`src/tgd_pkg.sv`:
```
// package: register map, field layout, timing and state codes of the tap detector
package tgd_pkg;

  // ---------------------------------------------------------------
  // register indices (byte address is four times the index)
  // ---------------------------------------------------------------
  localparam logic [9:0] TGD_IDX_LEVEL = 10'h043;
  localparam logic [9:0] TGD_IDX_DUR = 10'h044;
  localparam logic [9:0] TGD_IDX_QUIET = 10'h045;
  localparam logic [9:0] TGD_IDX_WIN = 10'h046;
  localparam logic [9:0] TGD_IDX_SETUP = 10'h047;
  localparam logic [9:0] TGD_IDX_STATUS = 10'h050;

  // ---------------------------------------------------------------
  // reset values and field positions
  // ---------------------------------------------------------------
  localparam logic [7:0] TGD_RST_LEVEL = 8'h00;
  localparam logic [7:0] TGD_RST_DUR = 8'h00;
  localparam logic [7:0] TGD_RST_QUIET = 8'h00;
  localparam logic [7:0] TGD_RST_WIN = 8'h00;
  localparam logic [2:0] TGD_RST_SETUP = 3'h0;
  localparam int TGD_TRIPLE_EN_BIT = 2;
  localparam logic [1:0] TGD_AXIS_X = 2'h0;
  localparam logic [1:0] TGD_AXIS_Y = 2'h1;
  localparam logic [1:0] TGD_AXIS_Z = 2'h2;
  localparam int TGD_STS_BUSY_BIT = 3;

  // ---------------------------------------------------------------
  // threshold scaling: code weight 500 mg, sample full scale +-range
  // ---------------------------------------------------------------
  localparam logic [21:0] TGD_LEVEL_WEIGHT = 22'h004000;
  localparam logic [5:0] TGD_RANGE_15G = 6'h0F;
  localparam logic [5:0] TGD_RANGE_30G = 6'h1E;
  localparam logic [5:0] TGD_RANGE_60G = 6'h3C;

  // ---------------------------------------------------------------
  // timing
  // ---------------------------------------------------------------
  localparam int CLK_PERIOD_NS = 50;
  localparam int TAP_PULSE_MAX_TIME_STEP_US = 625;
  localparam real TAP_GAP_STEP_MS = 1.25;
  localparam int TAP_PULSE_MAX_TIME_CYC = TAP_PULSE_MAX_TIME_STEP_US * 1000 / CLK_PERIOD_NS;
  localparam int TAP_GAP_CYC = int'($floor(TAP_GAP_STEP_MS * 1000000.0 / CLK_PERIOD_NS));

  // ---------------------------------------------------------------
  // detector states
  // ---------------------------------------------------------------
  typedef enum logic [4:0] {
    ST_IDLE = 5'h01,
    ST_PULSE = 5'h02,
    ST_DROP = 5'h04,
    ST_LATENT = 5'h08,
    ST_WINDOW = 5'h10
  } tgd_state_t;

endpackage

```
`src/tgd_tick_if.sv`:
```
// interface: restart and tick between the detector and a tick generator
`timescale 1ns/10ps
interface tgd_tick_if;
  logic restart;
  logic tick;
  modport gen (input restart, output tick);
  modport load (output restart, input tick);
endinterface

```
`src/tgd_detector.sv`:
```
// module: tap gesture detector with apb register file
// Summary of operation
// - tap candidate when selected axis magnitude exceeds the eight-bit unsigned level
// - each level code weighs 500 mg; top meaningful level is twice range
// - level zero disables all tap detection and events
// - tap qualifies only if above level no longer than (duration + 1) x 625 us
// - after a tap, wait latency x 1.25 ms before the next-tap window
// - latency zero disables double tap; single tap still works
// - second tap counts as double only within window x 1.25 ms
// - setup bit 2 enables triple tap recognition
// - axis field 00 selects X, 01 Y, 10 Z
`timescale 1ns/10ps
module tgd_detector import tgd_pkg::*; #(
  parameter int DUR_TICK_CYC = TAP_PULSE_MAX_TIME_CYC,
  parameter int GAP_TICK_CYC = TAP_GAP_CYC
) (
  input wire logic pclk,
  input wire logic presetn,
  input wire logic psel,
  input wire logic penable,
  input wire logic pwrite,
  input wire logic [11:0] paddr,
  input wire logic [31:0] pwdata,
  output logic [31:0] prdata,
  output logic pready,
  output logic pslverr,
  input wire logic sample_valid,
  input wire logic signed [15:0] sample_x,
  input wire logic signed [15:0] sample_y,
  input wire logic signed [15:0] sample_z,
  input wire logic [1:0] meas_range,
  output logic single_tap,
  output logic double_tap,
  output logic triple_tap
);

  typedef struct packed {
    logic [7:0] level;
    logic [7:0] dur;
    logic [7:0] quiet;
    logic [7:0] win;
    logic [2:0] setup;
    logic [2:0] sticky;
    tgd_state_t st;
    logic [1:0] taps;
    logic [7:0] cnt;
    logic single;
    logic dbl;
    logic triple;
    logic [31:0] rdata;
    logic ready;
    logic err;
  } tgd_regs_t;

  tgd_regs_t s;
  tgd_regs_t next_s;

  // ---------------------------------------------------------------
  // tick generators
  // ---------------------------------------------------------------
  tgd_tick_if dur_if ();
  tgd_tick_if gap_if ();

  tgd_tick #(.CYCLES(DUR_TICK_CYC)) u_dur_tick (
    .pclk(pclk),
    .presetn(presetn),
    .tk(dur_if.gen)
  );

  tgd_tick #(.CYCLES(GAP_TICK_CYC)) u_gap_tick (
    .pclk(pclk),
    .presetn(presetn),
    .tk(gap_if.gen)
  );

  logic dur_tick;
  logic gap_tick;
  logic st_change;

  assign dur_tick = dur_if.tick;
  assign gap_tick = gap_if.tick;
  assign st_change = (next_s.st != s.st) || (next_s.taps != s.taps);
  assign dur_if.restart = st_change;
  assign gap_if.restart = st_change;

  // ---------------------------------------------------------------
  // axis select and threshold compare
  // ---------------------------------------------------------------
  logic signed [15:0] sel;
  logic axis_ok;
  logic [15:0] mag;
  logic [5:0] range_g;
  logic [21:0] scaled_mag;
  logic [21:0] scaled_lim;
  logic en;
  logic above;

  always_comb begin
    sel = sample_x;
    axis_ok = 1'b1;
    case (s.setup[1:0])
      TGD_AXIS_X: sel = sample_x;
      TGD_AXIS_Y: sel = sample_y;
      TGD_AXIS_Z: sel = sample_z;
      default: begin
        sel = 16'sh0000;
        axis_ok = 1'b0;
      end
    endcase
  end

  always_comb begin
    case (meas_range)
      2'h0: range_g = TGD_RANGE_15G;
      2'h1: range_g = TGD_RANGE_30G;
      default: range_g = TGD_RANGE_60G;
    endcase
  end

  // compare |a| * range against level * 16384; both in units of g/32768
  assign mag = sel[15] ? 16'(-sel) : 16'(sel);
  assign scaled_mag = 22'(mag) * 22'(range_g);
  assign scaled_lim = 22'(s.level) * TGD_LEVEL_WEIGHT;
  assign en = (s.level != 8'h00) && axis_ok;
  assign above = en && (scaled_mag > scaled_lim);

  // ---------------------------------------------------------------
  // apb decode
  // ---------------------------------------------------------------
  logic acc;
  logic done;
  logic hit;
  logic [31:0] rd_val;
  logic [9:0] idx;

  assign acc = psel && penable;
  assign done = acc && s.ready;
  assign idx = paddr[11:2];

  always_comb begin
    hit = 1'b1;
    rd_val = 32'h00000000;
    case (idx)
      TGD_IDX_LEVEL: rd_val = {24'h000000, s.level};
      TGD_IDX_DUR: rd_val = {24'h000000, s.dur};
      TGD_IDX_QUIET: rd_val = {24'h000000, s.quiet};
      TGD_IDX_WIN: rd_val = {24'h000000, s.win};
      TGD_IDX_SETUP: rd_val = {29'h00000000, s.setup};
      TGD_IDX_STATUS: rd_val = {23'h000000, s.st, (s.st != ST_IDLE), s.sticky};
      default: hit = 1'b0;
    endcase
  end

  // ---------------------------------------------------------------
  // next state
  // ---------------------------------------------------------------
  logic [1:0] tap_rank;
  logic [8:0] cnt_inc;
  logic more_taps;

  always_comb begin
    next_s = s;
    next_s.single = 1'b0;
    next_s.dbl = 1'b0;
    next_s.triple = 1'b0;
    next_s.ready = 1'b0;
    next_s.err = 1'b0;
    cnt_inc = {1'b0, s.cnt} + 9'h001;
    tap_rank = s.taps;
    if ((s.quiet == 8'h00) || (s.taps == 2'h2 && !s.setup[TGD_TRIPLE_EN_BIT])) begin
      tap_rank = 2'h0;
    end
    more_taps = (s.quiet != 8'h00) &&
      ((tap_rank == 2'h0) || (tap_rank == 2'h1 && s.setup[TGD_TRIPLE_EN_BIT]));

    // one wait state: data and pready both registered
    if (acc && !s.ready) begin
      next_s.ready = 1'b1;
      next_s.err = !hit;
      next_s.rdata = pwrite ? 32'h00000000 : rd_val;
    end
    if (done && pwrite) begin
      case (idx)
        TGD_IDX_LEVEL: next_s.level = pwdata[7:0];
        TGD_IDX_DUR: next_s.dur = pwdata[7:0];
        TGD_IDX_QUIET: next_s.quiet = pwdata[7:0];
        TGD_IDX_WIN: next_s.win = pwdata[7:0];
        TGD_IDX_SETUP: next_s.setup = pwdata[2:0];
        TGD_IDX_STATUS: next_s.sticky = s.sticky & ~pwdata[2:0];
        default: ;
      endcase
    end

    case (s.st)
      ST_IDLE: begin
        next_s.taps = 2'h0;
        next_s.cnt = 8'h00;
        if (sample_valid && above) begin
          next_s.st = ST_PULSE;
        end
      end
      ST_PULSE: begin
        if (!en) begin
          next_s.st = ST_IDLE;
        end else if (sample_valid && !above) begin
          // pulse ended in time: a valid tap
          case (tap_rank)
            2'h0: next_s.single = 1'b1;
            2'h1: next_s.dbl = 1'b1;
            default: next_s.triple = 1'b1;
          endcase
          next_s.cnt = 8'h00;
          if (more_taps) begin
            next_s.st = ST_LATENT;
            next_s.taps = tap_rank + 2'h1;
          end else begin
            next_s.st = ST_IDLE;
            next_s.taps = 2'h0;
          end
        end else if (dur_tick) begin
          if (s.cnt == s.dur) begin
            next_s.st = ST_DROP;
          end else begin
            next_s.cnt = cnt_inc[7:0];
          end
        end
      end
      ST_DROP: begin
        // too long for a tap; wait for the signal to fall
        if (!en || (sample_valid && !above)) begin
          next_s.st = ST_IDLE;
          next_s.taps = 2'h0;
        end
      end
      ST_LATENT: begin
        if (!en || s.quiet == 8'h00) begin
          next_s.st = ST_IDLE;
        end else if (gap_tick) begin
          if (cnt_inc >= {1'b0, s.quiet}) begin
            next_s.cnt = 8'h00;
            next_s.st = (s.win == 8'h00) ? ST_IDLE : ST_WINDOW;
          end else begin
            next_s.cnt = cnt_inc[7:0];
          end
        end
      end
      ST_WINDOW: begin
        if (!en || s.quiet == 8'h00) begin
          next_s.st = ST_IDLE;
        end else if (sample_valid && above) begin
          next_s.st = ST_PULSE;
          next_s.cnt = 8'h00;
        end else if (gap_tick) begin
          if (cnt_inc >= {1'b0, s.win}) begin
            next_s.st = ST_IDLE;
          end else begin
            next_s.cnt = cnt_inc[7:0];
          end
        end
      end
      default: begin
        next_s.st = ST_IDLE;
        next_s.taps = 2'h0;
        next_s.cnt = 8'h00;
      end
    endcase

    // hardware set wins over software clear
    next_s.sticky = next_s.sticky | {next_s.triple, next_s.dbl, next_s.single};
  end

  // ---------------------------------------------------------------
  // state register
  // ---------------------------------------------------------------
  always_ff @(posedge pclk or negedge presetn) begin
    if (!presetn) begin
      s <= '{level: TGD_RST_LEVEL, dur: TGD_RST_DUR, quiet: TGD_RST_QUIET,
             win: TGD_RST_WIN, setup: TGD_RST_SETUP, sticky: 3'h0, st: ST_IDLE,
             taps: 2'h0, cnt: 8'h00, single: 1'b0, dbl: 1'b0, triple: 1'b0,
             rdata: 32'h00000000, ready: 1'b0, err: 1'b0};
    end else begin
      s <= next_s;
    end
  end

  assign prdata = s.rdata;
  assign pready = s.ready;
  assign pslverr = s.err;
  assign single_tap = s.single;
  assign double_tap = s.dbl;
  assign triple_tap = s.triple;
endmodule // tgd_detector

```
`src/tgd_tick.sv`:
```
// module: restartable tick generator, one pulse every CYCLES clocks
`timescale 1ns/10ps
module tgd_tick import tgd_pkg::*; #(
  parameter int CYCLES = TAP_GAP_CYC
) (
  input wire logic pclk,
  input wire logic presetn,
  tgd_tick_if.gen tk
);

  typedef struct packed {
    logic [14:0] cnt;
    logic tick;
  } tgd_tick_reg_t;

  localparam logic [14:0] LAST = 15'(CYCLES - 1);

  tgd_tick_reg_t s;
  tgd_tick_reg_t next_s;

  always_comb begin
    next_s = s;
    next_s.tick = 1'b0;
    if (tk.restart) begin
      next_s.cnt = 15'h0000;
    end else if (s.cnt == LAST) begin
      next_s.cnt = 15'h0000;
      next_s.tick = 1'b1;
    end else begin
      next_s.cnt = s.cnt + 15'h0001;
    end
  end

  always_ff @(posedge pclk or negedge presetn) begin
    if (!presetn) begin
      s <= '0;
    end else begin
      s <= next_s;
    end
  end

  assign tk.tick = s.tick;

endmodule // tgd_tick

```
`config.mk`:
```
export PLATFORM = sky130hd
export DESIGN_NAME = tgd_detector
export DESIGN_NICKNAME = d
export VERILOG_FILES = /design/src/tgd_pkg.sv /design/src/tgd_tick_if.sv /design/src/tgd_detector.sv /design/src/tgd_tick.sv
export SDC_FILE = /design/constraint.sdc
export NUM_CORES = 1
export LEC_CHECK = 0
export ABC_CLOCK_PERIOD_IN_PS = 13050
export BUFFER_PORTS_ARGS = -buffer_cell sky130_fd_sc_hd__buf_4
export CAP_MARGIN = 40
export CORE_ASPECT_RATIO = 2
export CORE_MARGIN = 1.5
export CORE_UTILIZATION = 45
export DETAILED_ROUTE_END_ITERATION = 8
export GPL_TIMING_DRIVEN = 0
export MAX_ROUTING_LAYER = met4
export PLACE_DENSITY = 0.61
export SLEW_MARGIN = 20
export SYNTH_ARGS = -nofsm -noshare
export SYNTH_HDL_FRONTEND = slang
export SYNTH_SLANG_ARGS = --single-unit
```
`constraint.sdc`:
```
create_clock -name pclk -period 13.05 [get_ports pclk]
set_input_delay 0.6525 -clock pclk [delete_from_list [all_inputs] [get_ports pclk]]
set_output_delay 0.6525 -clock pclk [all_outputs]
set_load 0.02 [all_outputs]
```
==> results of run 1 <==
## through the flow
stage	power, mW	instance area [um2]	std cells
6_report	1.54	11300	1575
3_3_place_gp	1.24	10900	1549
4_1_cts	1.55	11300	1571
2_1_floorplan	1.02	9910	1190
5_1_grt	1.68	11300	1575
3_5_place_dp	1.25	11000	1555
## power breakdown
| group | switching [mW] | internal [mW] | leakage (nW) |
|---|---|---|---|
| combinational | 0.534 | 0.381 | 4.25 |
| clock | 0.124 | 0.168 | 0.156 |
| sequential | 0.0131 | 0.319 | 1.26 |
## logic make-up after synthesis
kind of cell / Yosys count / share of synthesized area [%]
AND/OR/NAND/NOR: 412 / 20.7
buffers and inverters: 225 / 10.3
AO/OA/AOI/OAI: 213 / 14.8
adder cells (fa/ha/maj): 117 / 19.3
flip-flops: 99 / 25.2
XOR/XNOR: 62 / 5.53
multiplexers: 39 / 4.16
other: 1 / 0.0382
## flip-flops by register name, indices dropped and copies added (netlist names)
register / flops
s: 53
u_dur_tick.s: 15
u_gap_tick.s: 15
prdata: 9
double_tap: 1
pready: 1
pslverr: 1
single_tap: 1
triple_tap: 1
u_dur_tick.tk.tick: 1
u_gap_tick.tk.tick: 1
## synthesized netlist by cell type (27+ instances only)
cell type / count
inv_1: 154
nand2_1: 141
dfrtp_1: 98
nor2_1: 76
o21ai_0: 63
ha_1: 60
fa_1: 57
a21oi_1: 36
xor2_1: 35
buf_4: 33
nor3_1: 28
nand3_1: 27
xnor2_1: 27
## per-layer routing
metal,vias up,wire length (um)
met5,-,0
li1,4169,-
met2,230,17300
met1,4166,9060
met3,84,732
met4,0,1850
## placed cells by master, fill, tap and decap left out, types with 5 or more instances in the layout
cell and instances:
inv_1 154, nand2_1 141, buf_4 120, dfrtp_1 98, nor2_1 76, o21ai_0 61
ha_1 60, fa_1 57, a21oi_1 36, xor2_1 35, nor3_1 28, nand3_1 27
xnor2_1 27, clkbuf_1 26, nand2b_1 26, mux2i_1 24, nor4_1 23, conb_1 23
nor2b_1 18, and3_1 18, a21o_1 16, mux2_2 15, nand4_1 11, buf_2 10
a22oi_1 9, clkbuf_16 9, o21a_1 8, and2_1 7, a31oi_1 7, a211o_1 6
o21bai_1 6, or2_2 5, buf_6 5, o221ai_1 5, a221oi_1 5, a222oi_1 5
a22o_1 5
## final cells by class
class,instances,area share [%]
clock buffers,9,1.99
clock inverters,7,0.807
multi-input cells,866,56.9
repair buffers,96,6.53
plain buffers,71,3.79
flip-flops and latches,99,21.9
inverters,154,5.10
well taps,273,3.02
## worst min path at each step
| stage | start | slack, ps | to |
|---|---|---|---|
| 2_1_floorplan | presetn | 360 | double_tap$_DFF_PN0_ |
| 3_3_place_gp | u_gap_tick.s[1]$_DFF_PN0_ | 460 | u_gap_tick.s[1]$_DFF_PN0_ |
| 3_5_place_dp | u_gap_tick.s[1]$_DFF_PN0_ | 460 | u_gap_tick.s[1]$_DFF_PN0_ |
| 4_1_cts | presetn | 150 | s[49]$_DFF_PN0_ |
| 5_1_grt | presetn | 150 | u_dur_tick.s[14]$_DFF_PN0_ |
| 6_report | presetn | 140 | u_dur_tick.s[14]$_DFF_PN0_ |
## worst max-delay path, delay by kind of cell, from the launching register on
kind	cells	cell delay [ps]
fa+ha+maj	5	2370
buf+inv	10	2410
xor+xnor	2	290
simple gates	6	820
compound gates	18	4710
flops	1	410
==> key figures, run 1 <==
Floorplan
  – Die footprint: 0.0228 mm2
  – Initial core utilization: 45.7%
  – Core area: 0.0215 mm2
  – Std-Cell Rows: 76
  – Chip width: 107 um
  – I/O pins: 137
  – Vert. Die Dim: 212 um

Global routing
  – Met2 usage: 55.4%
  – Number of global-route vias before repair: 9126
  – Grt met1 use: 23.4%
  – First-pass GRT wire length: 46400 um
  – Largest net degree at the start of global routing: 79
  – GR peak layer: met2
  – Met3 usage: 1.84%
  – Total gr overflow: 0
  – Initial antenna violation count: 0
  – Gr usage total: 27.5%

Route
  – Starting DRT DRC Count: 484
  – Final WL: 29000 um
  – Vias/cell: 5.49
  – DR vias: 8649
  – DR pass1 iterations: 6
  – Drc violations: 0
  – Post-route ant nets: 0
  – Wire length per cell: 18.4 um

Placement
  – Final GP Congestion: 0.941
  – Place WS: 1920 ps
  – Port bufs: 86
  – HPWL after DPL: 24400 um

Logic synthesis
  – Post-synth EDFFs: 0
  – Unique masters post-synth: 76
  – Top cells by area, synth: dfrtp_1, fa_1, ha_1, inv_1, nand2_1
  – Yosys top cell by area: dfrtp_1
  – Seq/Total Area, Yosys: 25.2%
  – Syn. warnings: 0
  – Syn avg cell area: 8.41 um2
  – Mapped cell area: 0.00983 mm2
  – Asr flop ratio synth: 100%
  – Main synth FF type: dfrtp_1
  – Synth Instances: 1168
  – Synth Register Bits: 99
  – Synth top area share: 25.0%

Worst setup path
  – CP startpoint kind: flip-flop
  – Reg-to-Reg Start: s[55]$_DFFE_PN0P_
  – Worst EP arrival: 11370 ps
  – WS Path Type: flip-flop to flip-flop
  – CP Data Required Time: 13330 ps
  – R2r setup slk: 1960 ps
  – Critical path's slowest cell: a31oi_1
  – CP max FO: 10
  – Worst setup EP type: flip-flop
  – R2R cell count: 41
  – Critical Path Sink: s[43]$_DFFE_PN0P_
  – Max incr delay on CP: 610 ps
  – Crit. Startpoint: s[55]$_DFFE_PN0P_
  – Reg2reg end: s[43]$_DFFE_PN0P_

Cells and area
  – Layout Utilization: 52.7%
  – Area occupied by multi-input gates: 0.00644 mm2
  – # nets final: 1514
  – # diodes: 0
  – Synth-to-Final Area Change: 15.3%
  – Fill cells: 2156
  – Area occupied by registers: 0.00248 mm2
  – Ratio of cells with drive above 1 in the final layout: 14.6%

STA
  – F_max: 0.0902 GHz
  – Max-slew violations: 0
  – Final setup margin: 1960 ps
  – Setup TNS: 0 ps
  – Final period util: 85.0%
  – Least-Margin Pin Slew: 849 ps
  – RSZ-0062 raised after global routing: no
  – Setup-failing EPs final: 0
  – Hold Fails Final Rpt: 0
  – Worst hold slack: 140 ps
  – Final min period: 11090 ps
  – Worst Skew: 9.38 ps
  – Relative slew slack: 43.3%

Clocking
  – Sink Count: 99
  – Post_cts resized: 0
  – Hold Buf Count CTS: 0
  – Clk_lat worst skew: 360 ps
  – CTS tree: done
  – Total CTS buffers: 9
  – Maximum clock path buffer count: 2
  – Root Driver: clkbuf_16
  – H-tree levels: 3
  – Post-CTS Setup Bufs: 0
  – Clock transition at the registers of the reported paths: 70 ps

Power
  – Pwr dens: 136 mW/mm2
  – Maximum vdd drop: 0.0000950 V
  – Leak pwr: 5.66 nW

Status
  – Status: completed

Worst hold path
  – Hold WC Path Type: primary input to asynchronous set/reset pin

Flow run
  – Max-cap violation count: 0
Note: power is estimated with default switching activity, not from simulation.
==> run 2: changes to the inputs <==
- ABC_CLOCK_PERIOD_IN_PS: 13050 -> 10300
- clock period: 13.05 -> 10.3 ns (I/O delays scaled with it)
==> run 2 against run 1 <==
  * The flow now finishes with violations (negative hold slack)
  * Wire length rose by 0.95%
  * Flip-flop and latch count did not move
  * Via count did not move
  * Clock power rose by 27%
  * Setup slack got worse by 1500 ps
  * Utilization rose by 0.61 points
  * Final area rose by 1.1%
  * Non-clock buffer count fell by 2
  * Critical endpoint is now u_dur_tick.s[7]$_DFF_PN0_
  * Largest power group unchanged
==> key figures, run 2 (synthesis results as in run 1) <==
Worst hold path
  – Hold WC Path Type: primary input to asynchronous set/reset pin

Global routing
  – Number of global-route vias before repair: 9132 (+0.066%)
  – Gr usage total: 27.6% (+0.14 points)
  – First-pass GRT wire length: 46700 um (+0.52%)
  – Total gr overflow: 0 (unchanged)
  – Initial antenna violation count: 0 (unchanged)
  – Largest net degree at the start of global routing: 79 (unchanged)

Worst setup path
  – WS Path Type: flip-flop to flip-flop
  – Reg-to-Reg Start: s[55]$_DFFE_PN0P_
  – R2R cell count: 42 (+2.4%)
  – CP Data Required Time: 10550 ps (-2780 ps)
  – CP most frequent cell: inv_1
  – CP startpoint kind: flip-flop
  – Worst setup EP type: flip-flop
  – Critical path's slowest cell: fa_1
  – Reg2reg end: u_dur_tick.s[7]$_DFF_PN0_
  – R2r setup slk: 480 ps (-1490 ps)
  – Worst EP arrival: 10080 ps (-1290 ps)
  – CP max FO: 10 (unchanged)
  – Max incr delay on CP: 540 ps (-70 ps)

STA
  – Hold Fails Final Rpt: 2 (+2)
  – Relative slew slack: 45.7% (+2.5 points)
  – Worst hold slack: -0.0445 ps (-140 ps)
  – Final period util: 95.4% (+10 points)
  – F_max: 0.102 GHz (+13%)
  – Setup-failing EPs final: 0 (unchanged)
  – Max-slew violations: 0 (unchanged)
  – Worst Skew: 6.77 ps (-2.61 ps)
  – Final setup margin: 475 ps (-1490 ps)
  – Final min period: 9820 ps (-1260 ps)
  – Setup TNS: 0 ps (unchanged)
  – Least-Margin Pin Slew: 812 ps (-36.9 ps)

Cells and area
  – Area occupied by registers: 0.00248 mm2 (about the same)
  – Post-Layout Cell Count: 1573 (-0.13%)
  – # nets final: 1512 (-0.13%)
  – Area occupied by multi-input gates: 0.00656 mm2 (+1.8%)
  – Final non-filler cell area: 0.0115 mm2 (+1.1%)
  – Most flop-heavy register: s
  – Layout Utilization: 53.3% (+0.61 points)
  – Synth-to-Final Area Change: 16.6%
  – Most frequent cells in the layout: inv_1, nand2_1, buf_4
  – Fill cells: 2147 (-0.42%)
  – Ratio of cells with drive above 1 in the final layout: 16.2% (+1.6 points)
  – # diodes: 0 (unchanged)
  – Largest register FFs: 53 (unchanged)
  – Largest registers: s (53), u_dur_tick.s (15), u_gap_tick.s (15)
  – Commonest non-fill, non-tap cell in the layout: inv_1

Floorplan
  – Initial core utilization: 45.7% (unchanged)
  – Std-Cell Rows: 76 (unchanged)
  – Core area: 0.0215 mm2 (unchanged)
  – I/O pins: 137 (unchanged)
  – Vert. Die Dim: 212 um (unchanged)
  – Chip width: 107 um (unchanged)
  – Die footprint: 0.0228 mm2 (unchanged)

Clocking
  – Clk_lat worst skew: 360 ps (about the same)
  – Maximum clock path buffer count: 2 (unchanged)
  – Hold Buf Count CTS: 0 (unchanged)
  – H-tree levels: 3 (unchanged)
  – Total CTS buffers: 9 (unchanged)
  – Clock transition at the registers of the reported paths: 70 ps (about the same)
  – Root Driver: clkbuf_16
  – CTS tree: done
  – Sink Count: 99 (unchanged)

Power
  – Overall Power: 1.98 mW (+29%)
  – Maximum vdd drop: 0.000128 V (+35%)
  – Pwr dens: 173 mW/mm2 (+27%)
  – Leak pwr: 5.68 nW (+0.35%)

Route
  – Wire length per cell: 18.6 um (+1.1%)
  – WL met3: 735 um (+0.41%)
  – Vias/cell: 5.50 (+0.13%)
  – Post-Route M1 WL: 9100 um (+0.44%)
  – Top sig layer: met4
  – DR pass1 iterations: 5 (-1)
  – Post-route ant nets: 0 (unchanged)
  – DR vias: 8649 (unchanged)
  – Final WL: 29200 um (+0.95%)
  – Starting DRT DRC Count: 532 (+9.9%)
  – Met2 Wirelength: 17500 um (+0.94%)
  – Drc violations: 0 (unchanged)

Placement
  – Placed Cells: 1555 (unchanged)
  – Placed inst area: 0.0110 mm2 (unchanged)
  – Place WS: -828 ps (-2750 ps)
  – HPWL after DPL: 24400 um (unchanged)
  – Final GP Congestion: 0.941 (unchanged)
  – Port bufs: 86 (unchanged)

Flow run
  – Max-cap violation count: 0 (unchanged)

Status
  – Failing checks: negative hold slack
  – Status: finished, violations left
run 2: changes by cell type in the layout (fill, tap and decap cells not counted), moves of 3 or more:
cell	previous run	this run
buf_2	10	6
buf_4	120	124
clkbuf_1	26	20
clkbuf_2	1	4
o21ai_0	61	57
o21ai_2	0	3
run 2: worst max path at each step:
stage / startpoint / endpoint / slack, ps / cells past startpoint
final: s[55]$_DFFE_PN0P_ / u_dur_tick.s[7]$_DFF_PN0_ / 480 / 42
after detailed placement: s[55]$_DFFE_PN0P_ / u_gap_tick.s[8]$_DFF_PN0_ / -830 / 41
after CTS: s[55]$_DFFE_PN0P_ / s[39]$_DFFE_PN0P_ / 20 / 43
after global placement: s[55]$_DFFE_PN0P_ / u_dur_tick.s[8]$_DFF_PN0_ / -900 / 43
after floorplan: s[55]$_DFFE_PN0P_ / u_dur_tick.s[13]$_DFF_PN0_ / 1250 / 40
after global routing: s[55]$_DFFE_PN0P_ / u_dur_tick.s[7]$_DFF_PN0_ / -30 / 44
run 2: final cells by class:
type	count	share of cell area (%)
clock buffers	9	1.97
repair buffers	95	6.37
clock inverters	7	0.797
plain buffers	70	3.94
inverters	154	5.05
flip-flops and latches	99	21.6
multi-input cells	866	57.2
well taps	273	2.98
run 2: worst max-delay path: cells and delay by family (launching register included):
family | cells | cell delay, ps
compound gates | 17 | 3870
xor+xnor | 1 | 120
fa+ha+maj | 5 | 2190
buf+inv | 8 | 1210
flops | 1 | 430
mux | 1 | 210
simple gates | 10 | 1690
run 2: timing repair:
item	in CTS	in global routing
hold endpoints to repair	0	0
endpoints found under the setup margin	53	53
setup buffers	0	0
resized for setup	19	24
run 2: layer usage:
layer	global-route usage [%]	up-vias
met5	-	-
met1	23.5	4173
met4	17.1	0
li1	-	4162
met2	55.8	222
met3	1.81	92
run 2: power breakdown:
part	internal (mW)	leakage [nW]	switching, mW	total, mW
clock network	0.213	0.156	0.159	0.372
logic	0.495	4.27	0.693	1.19
registers	0.404	1.25	0.0168	0.421
total	1.11	5.68	0.869	1.98
==> run 3: changes to the inputs <==
--- a/config.mk
+++ b/config.mk
@@ -6,5 +6,5 @@
 export NUM_CORES = 1
 export LEC_CHECK = 0
-export ABC_CLOCK_PERIOD_IN_PS = 10300
+export ABC_CLOCK_PERIOD_IN_PS = 7960
 export BUFFER_PORTS_ARGS = -buffer_cell sky130_fd_sc_hd__buf_4
 export CAP_MARGIN = 40
@@ -15,7 +15,8 @@
 export GPL_TIMING_DRIVEN = 0
 export MAX_ROUTING_LAYER = met4
-export PLACE_DENSITY = 0.61
+export PLACE_DENSITY = 0.64
 export SLEW_MARGIN = 20
 export SYNTH_ARGS = -nofsm -noshare
 export SYNTH_HDL_FRONTEND = slang
+export SYNTH_HIERARCHICAL = 1
 export SYNTH_SLANG_ARGS = --single-unit
==> constraint.sdc (replaced) <==
create_clock -name pclk -period 7.96 [get_ports pclk]
set_input_delay 0.398 -clock pclk [delete_from_list [all_inputs] [get_ports pclk]]
set_output_delay 0.398 -clock pclk [all_outputs]
set_load 0.005 [all_outputs]
==> run 3 against run 2 <==
  * The run ends with negative setup slack left
  * Clock power grew 30%
  * Flip-flop and latch count unchanged
  * Clock-buffer cell count grew 5
  * Final area grew 7.8%
  * Largest power group unchanged
  * Highest routed layer unchanged
==> key figures, run 3 <==
Status
  – Status: finished, violations left
  – Failing checks: negative setup slack

Logic synthesis
  – Mapped cell area: 0.00965 mm2 (-1.8%)
  – Synth top area share: 25.4% (+0.46 points)
  – Post-synth EDFFs: 0 (unchanged)
  – Asr flop ratio synth: 100% (unchanged)
  – Top cells by area, synth: dfrtp_1, fa_1, ha_1, inv_1, nand2_1
  – Synth Register Bits: 99 (unchanged)
  – Adder-cell share of the synthesized area: 19.6% (+0.36 points)
  – Post-Synth Simple-Gate Area: 20.7% (-0.057 points)
  – Seq/Total Area, Yosys: 25.7% (+0.47 points)
  – Mux contribution to synthesized area: 4.16% (about the same)
  – Top post-synthesis cells by count: inv_1, nand2_1, dfrtp_1
  – Largest family of logic cells by synthesized area: simple AND/OR/NAND/NOR gates
  – Yosys top cell by area: dfrtp_1
  – Synth Instances: 1140 (-2.4%)
  – Post-Synth XOR/XNOR Area: 5.81% (+0.28 points)
  – Main synth FF type: dfrtp_1
  – Syn avg cell area: 8.46 um2 (+0.59%)
  – Syn. warnings: 6 (+6)
  – Unique masters post-synth: 77 (+1.3%)
  – Post-synthesis compound-gate area fraction: 13.8% (-1.1 points)
  – Most common cell in the synthesized netlist: inv_1

Power
  – Maximum vdd drop: 0.000192 V (+50%)
  – Int Power: 1.71 mW (+54%)
  – Pwr dens: 238 mW/mm2 (+38%)
  – Part of the power in combinational logic: 65.2% (+5.2 points)
  – Leak pwr: 5.91 nW (+4.0%)
  – Switching Fraction: 41.9% (-2.0 points)
  – Clock share of power: 16.4% (-2.4 points)
  – Part of the power in registers: 18.4% (-2.9 points)
  – Reported net switching power: 1.23 mW (+42%)

Global routing
  – Number of global-route vias before repair: 9002 (-1.4%)
  – Initial antenna violation count: 0 (unchanged)
  – Total gr overflow: 0 (unchanged)
  – Gr usage total: 25.5% (-2.1 points)
  – First-pass GRT wire length: 43500 um (-6.9%)
  – Largest net degree at the start of global routing: 74 (-6.3%)

Cells and area
  – Fill cells: 1917 (-11%)
  – Ratio of cells with drive above 1 in the final layout: 26.6% (+10 points)
  – Largest registers: s (53), u_dur_tick/s (15), u_gap_tick/s (15)
  – Most flop-heavy register: s
  – Commonest non-fill, non-tap cell in the layout: buf_4
  – Area occupied by multi-input gates: 0.00708 mm2 (+7.9%)
  – # nets final: 1528 (+1.1%)
  – # diodes: 0 (unchanged)
  – Area occupied by registers: 0.00248 mm2 (unchanged)
  – Synth-to-Final Area Change: 28.0%
  – Most frequent cells in the layout: buf_4, inv_1, nand2_1
  – Layout Utilization: 58.7% (+5.4 points)
  – Largest register FFs: 53 (unchanged)
  – Final non-filler cell area: 0.0123 mm2 (+7.8%)

Clocking
  – Root Driver: clkbuf_16
  – Total CTS buffers: 9 (unchanged)
  – Clk_lat worst skew: 360 ps (about the same)
  – H-tree levels: 3 (unchanged)
  – Maximum clock path buffer count: 2 (unchanged)
  – CTS tree: done
  – Sink Count: 99 (unchanged)
  – Clock transition at the registers of the reported paths: 70 ps (about the same)

Worst setup path
  – Worst setup EP type: flip-flop
  – CP top delay family: compound AO/OA/AOI/OAI gates
  – Max incr delay on CP: 540 ps (about the same)
  – CP startpoint kind: flip-flop
  – CP bufs+invs: 7 (-1)
  – CP Data Required Time: 8250 ps (-2300 ps)
  – Worst EP arrival: 9310 ps (-770 ps)
  – Critical path's slowest cell: fa_1
  – CP max FO: 5 (-5)
  – WS Path Type: flip-flop to flip-flop

Floorplan
  – Chip width: 107 um (-0.89%)
  – I/O pins: 137 (unchanged)
  – Std-Cell Rows: 75 (-1.3%)
  – Core area: 0.0210 mm2 (-2.2%)
  – Die footprint: 0.0224 mm2 (-1.8%)
  – Initial core utilization: 45.9% (+0.17 points)
  – Vert. Die Dim: 210 um (-0.90%)

STA
  – Final period util: 113% (+18 points)
  – Least-Margin Pin Slew: 837 ps (+24.5 ps)
  – F_max: 0.111 GHz (+8.9%)
  – Hold Fails Final Rpt: 0 (-2)
  – RSZ-0062 raised after global routing: yes
  – Final min period: 9020 ps (-804 ps)
  – Max-slew violations: 0 (unchanged)
  – Relative slew slack: 44.1% (-1.6 points)
  – Setup-failing EPs final: 53 (+53)
  – Worst Skew: 7.73 ps (+0.964 ps)
  – Final setup margin: -1060 ps (-1540 ps)

Placement
  – HPWL after DPL: 21100 um (-13%)
  – Final GP Congestion: 0.940 (-0.14%)
  – Placed inst area: 0.0109 mm2 (-0.41%)
  – Port bufs: 86 (unchanged)
  – Place WS: -2180 ps (-1350 ps)

Route
  – DR pass1 iterations: 6 (+1)
  – Final WL: 27000 um (-7.6%)
  – Wire length per cell: 17.0 um (-8.3%)
  – DR vias: 8603 (-0.53%)
  – Vias/cell: 5.43 (-1.3%)
  – Drc violations: 0 (unchanged)
  – Starting DRT DRC Count: 300 (-44%)
  – Post-route ant nets: 0 (unchanged)

Worst hold path
  – Hold WC Path Type: primary input to flip-flop

Flow run
  – Max-cap violation count: 0 (unchanged)
[run 3: cell families (layout without fill, tap and decap cells)]
kind of cell | count (synthesis) | after routing
other cells | 1 | 23
flops | 99 | 99
simple gates | 401 | 401
buf+inv | 222 | 376
mux | 38 | 38
xor+xnor | 64 | 64
compound gates | 198 | 198
fa+ha+maj | 117 | 117
[run 3: final cells by class]
| class | count | area share (%) |
|---|---|---|
| Clock inverter | 2 | 0.487 |
| Inverter | 155 | 4.71 |
| Tap cell | 269 | 2.73 |
| Sequential cell | 99 | 20.1 |
| Clock buffer | 14 | 2.14 |
| Multi-Input combinational cell | 841 | 57.3 |
| Buffer | 67 | 3.40 |
| Timing Repair Buffer | 138 | 9.13 |
[run 3: worst paths after layout]
kind	end	start	slack, ps	cells past startpoint
max	u_dur_tick/s[13]$_DFF_PN0_	s[55]$_DFFE_PN0P_	-1060	43
min	s[69]$_DFFE_PN0P_	pwdata[3]	290	3
max reg2reg	u_dur_tick/s[13]$_DFF_PN0_	s[55]$_DFFE_PN0P_	-1060	43
min reg2reg	u_dur_tick/s[1]$_DFF_PN0_	u_dur_tick/s[1]$_DFF_PN0_	480	1
max in group asynchronous	s[47]$_DFF_PN1_	presetn	6790	3
min in group asynchronous	s[75]$_DFFE_PN0P_	presetn	480	2
[run 3: power groups by stage]
stage	Clock [mW]	Combinational, mW	Sequential (mW)
final	0.482	1.92	0.543
after global routing	0.509	2.13	0.545
after CTS	0.491	1.78	0.542
after detailed placement	0	1.59	0.552
after global placement	0	1.56	0.551
after floorplan	0	1.22	0.548
[run 3: metrics by stage]
stage                     instances  setup TNS (ps)  power (mW)  hold WS [ps]
after global routing           1585          -66870        3.18           295
after global placement         1517          -99840        2.11           462
after detailed placement       1520         -100930        2.14           286
final                          1585          -44160        2.94           292
after floorplan                1162           -5090        1.77           102
after CTS                      1563          -47440        2.81           277
[run 3: worst min-delay path: stages]
cell	delay, ps
buf_4	110
nand2_1	40
o21ai_0	60
[run 3: metal layers]
metal	up-vias	GRT usage [%]	share of wire, %
li1	4141	-	-
met1	4191	23.0	34
met2	187	49.7	58
met3	84	2.91	2.6
met4	0	14.8	5.3
met5	-	-	0
[run 3: what timing repair did]
| action | CTS | global route |
|---|---|---|
| buffers inserted | 26 | 20 |
| endpoints found under the hold margin | 26 | 0 |
| pin swaps | 26 | 32 |
| endpoints found under the setup margin | 53 | 53 |
| hold buffers | 1 | 0 |
| gates cloned | 0 | 1 |
| resized for setup | 81 | 79 |
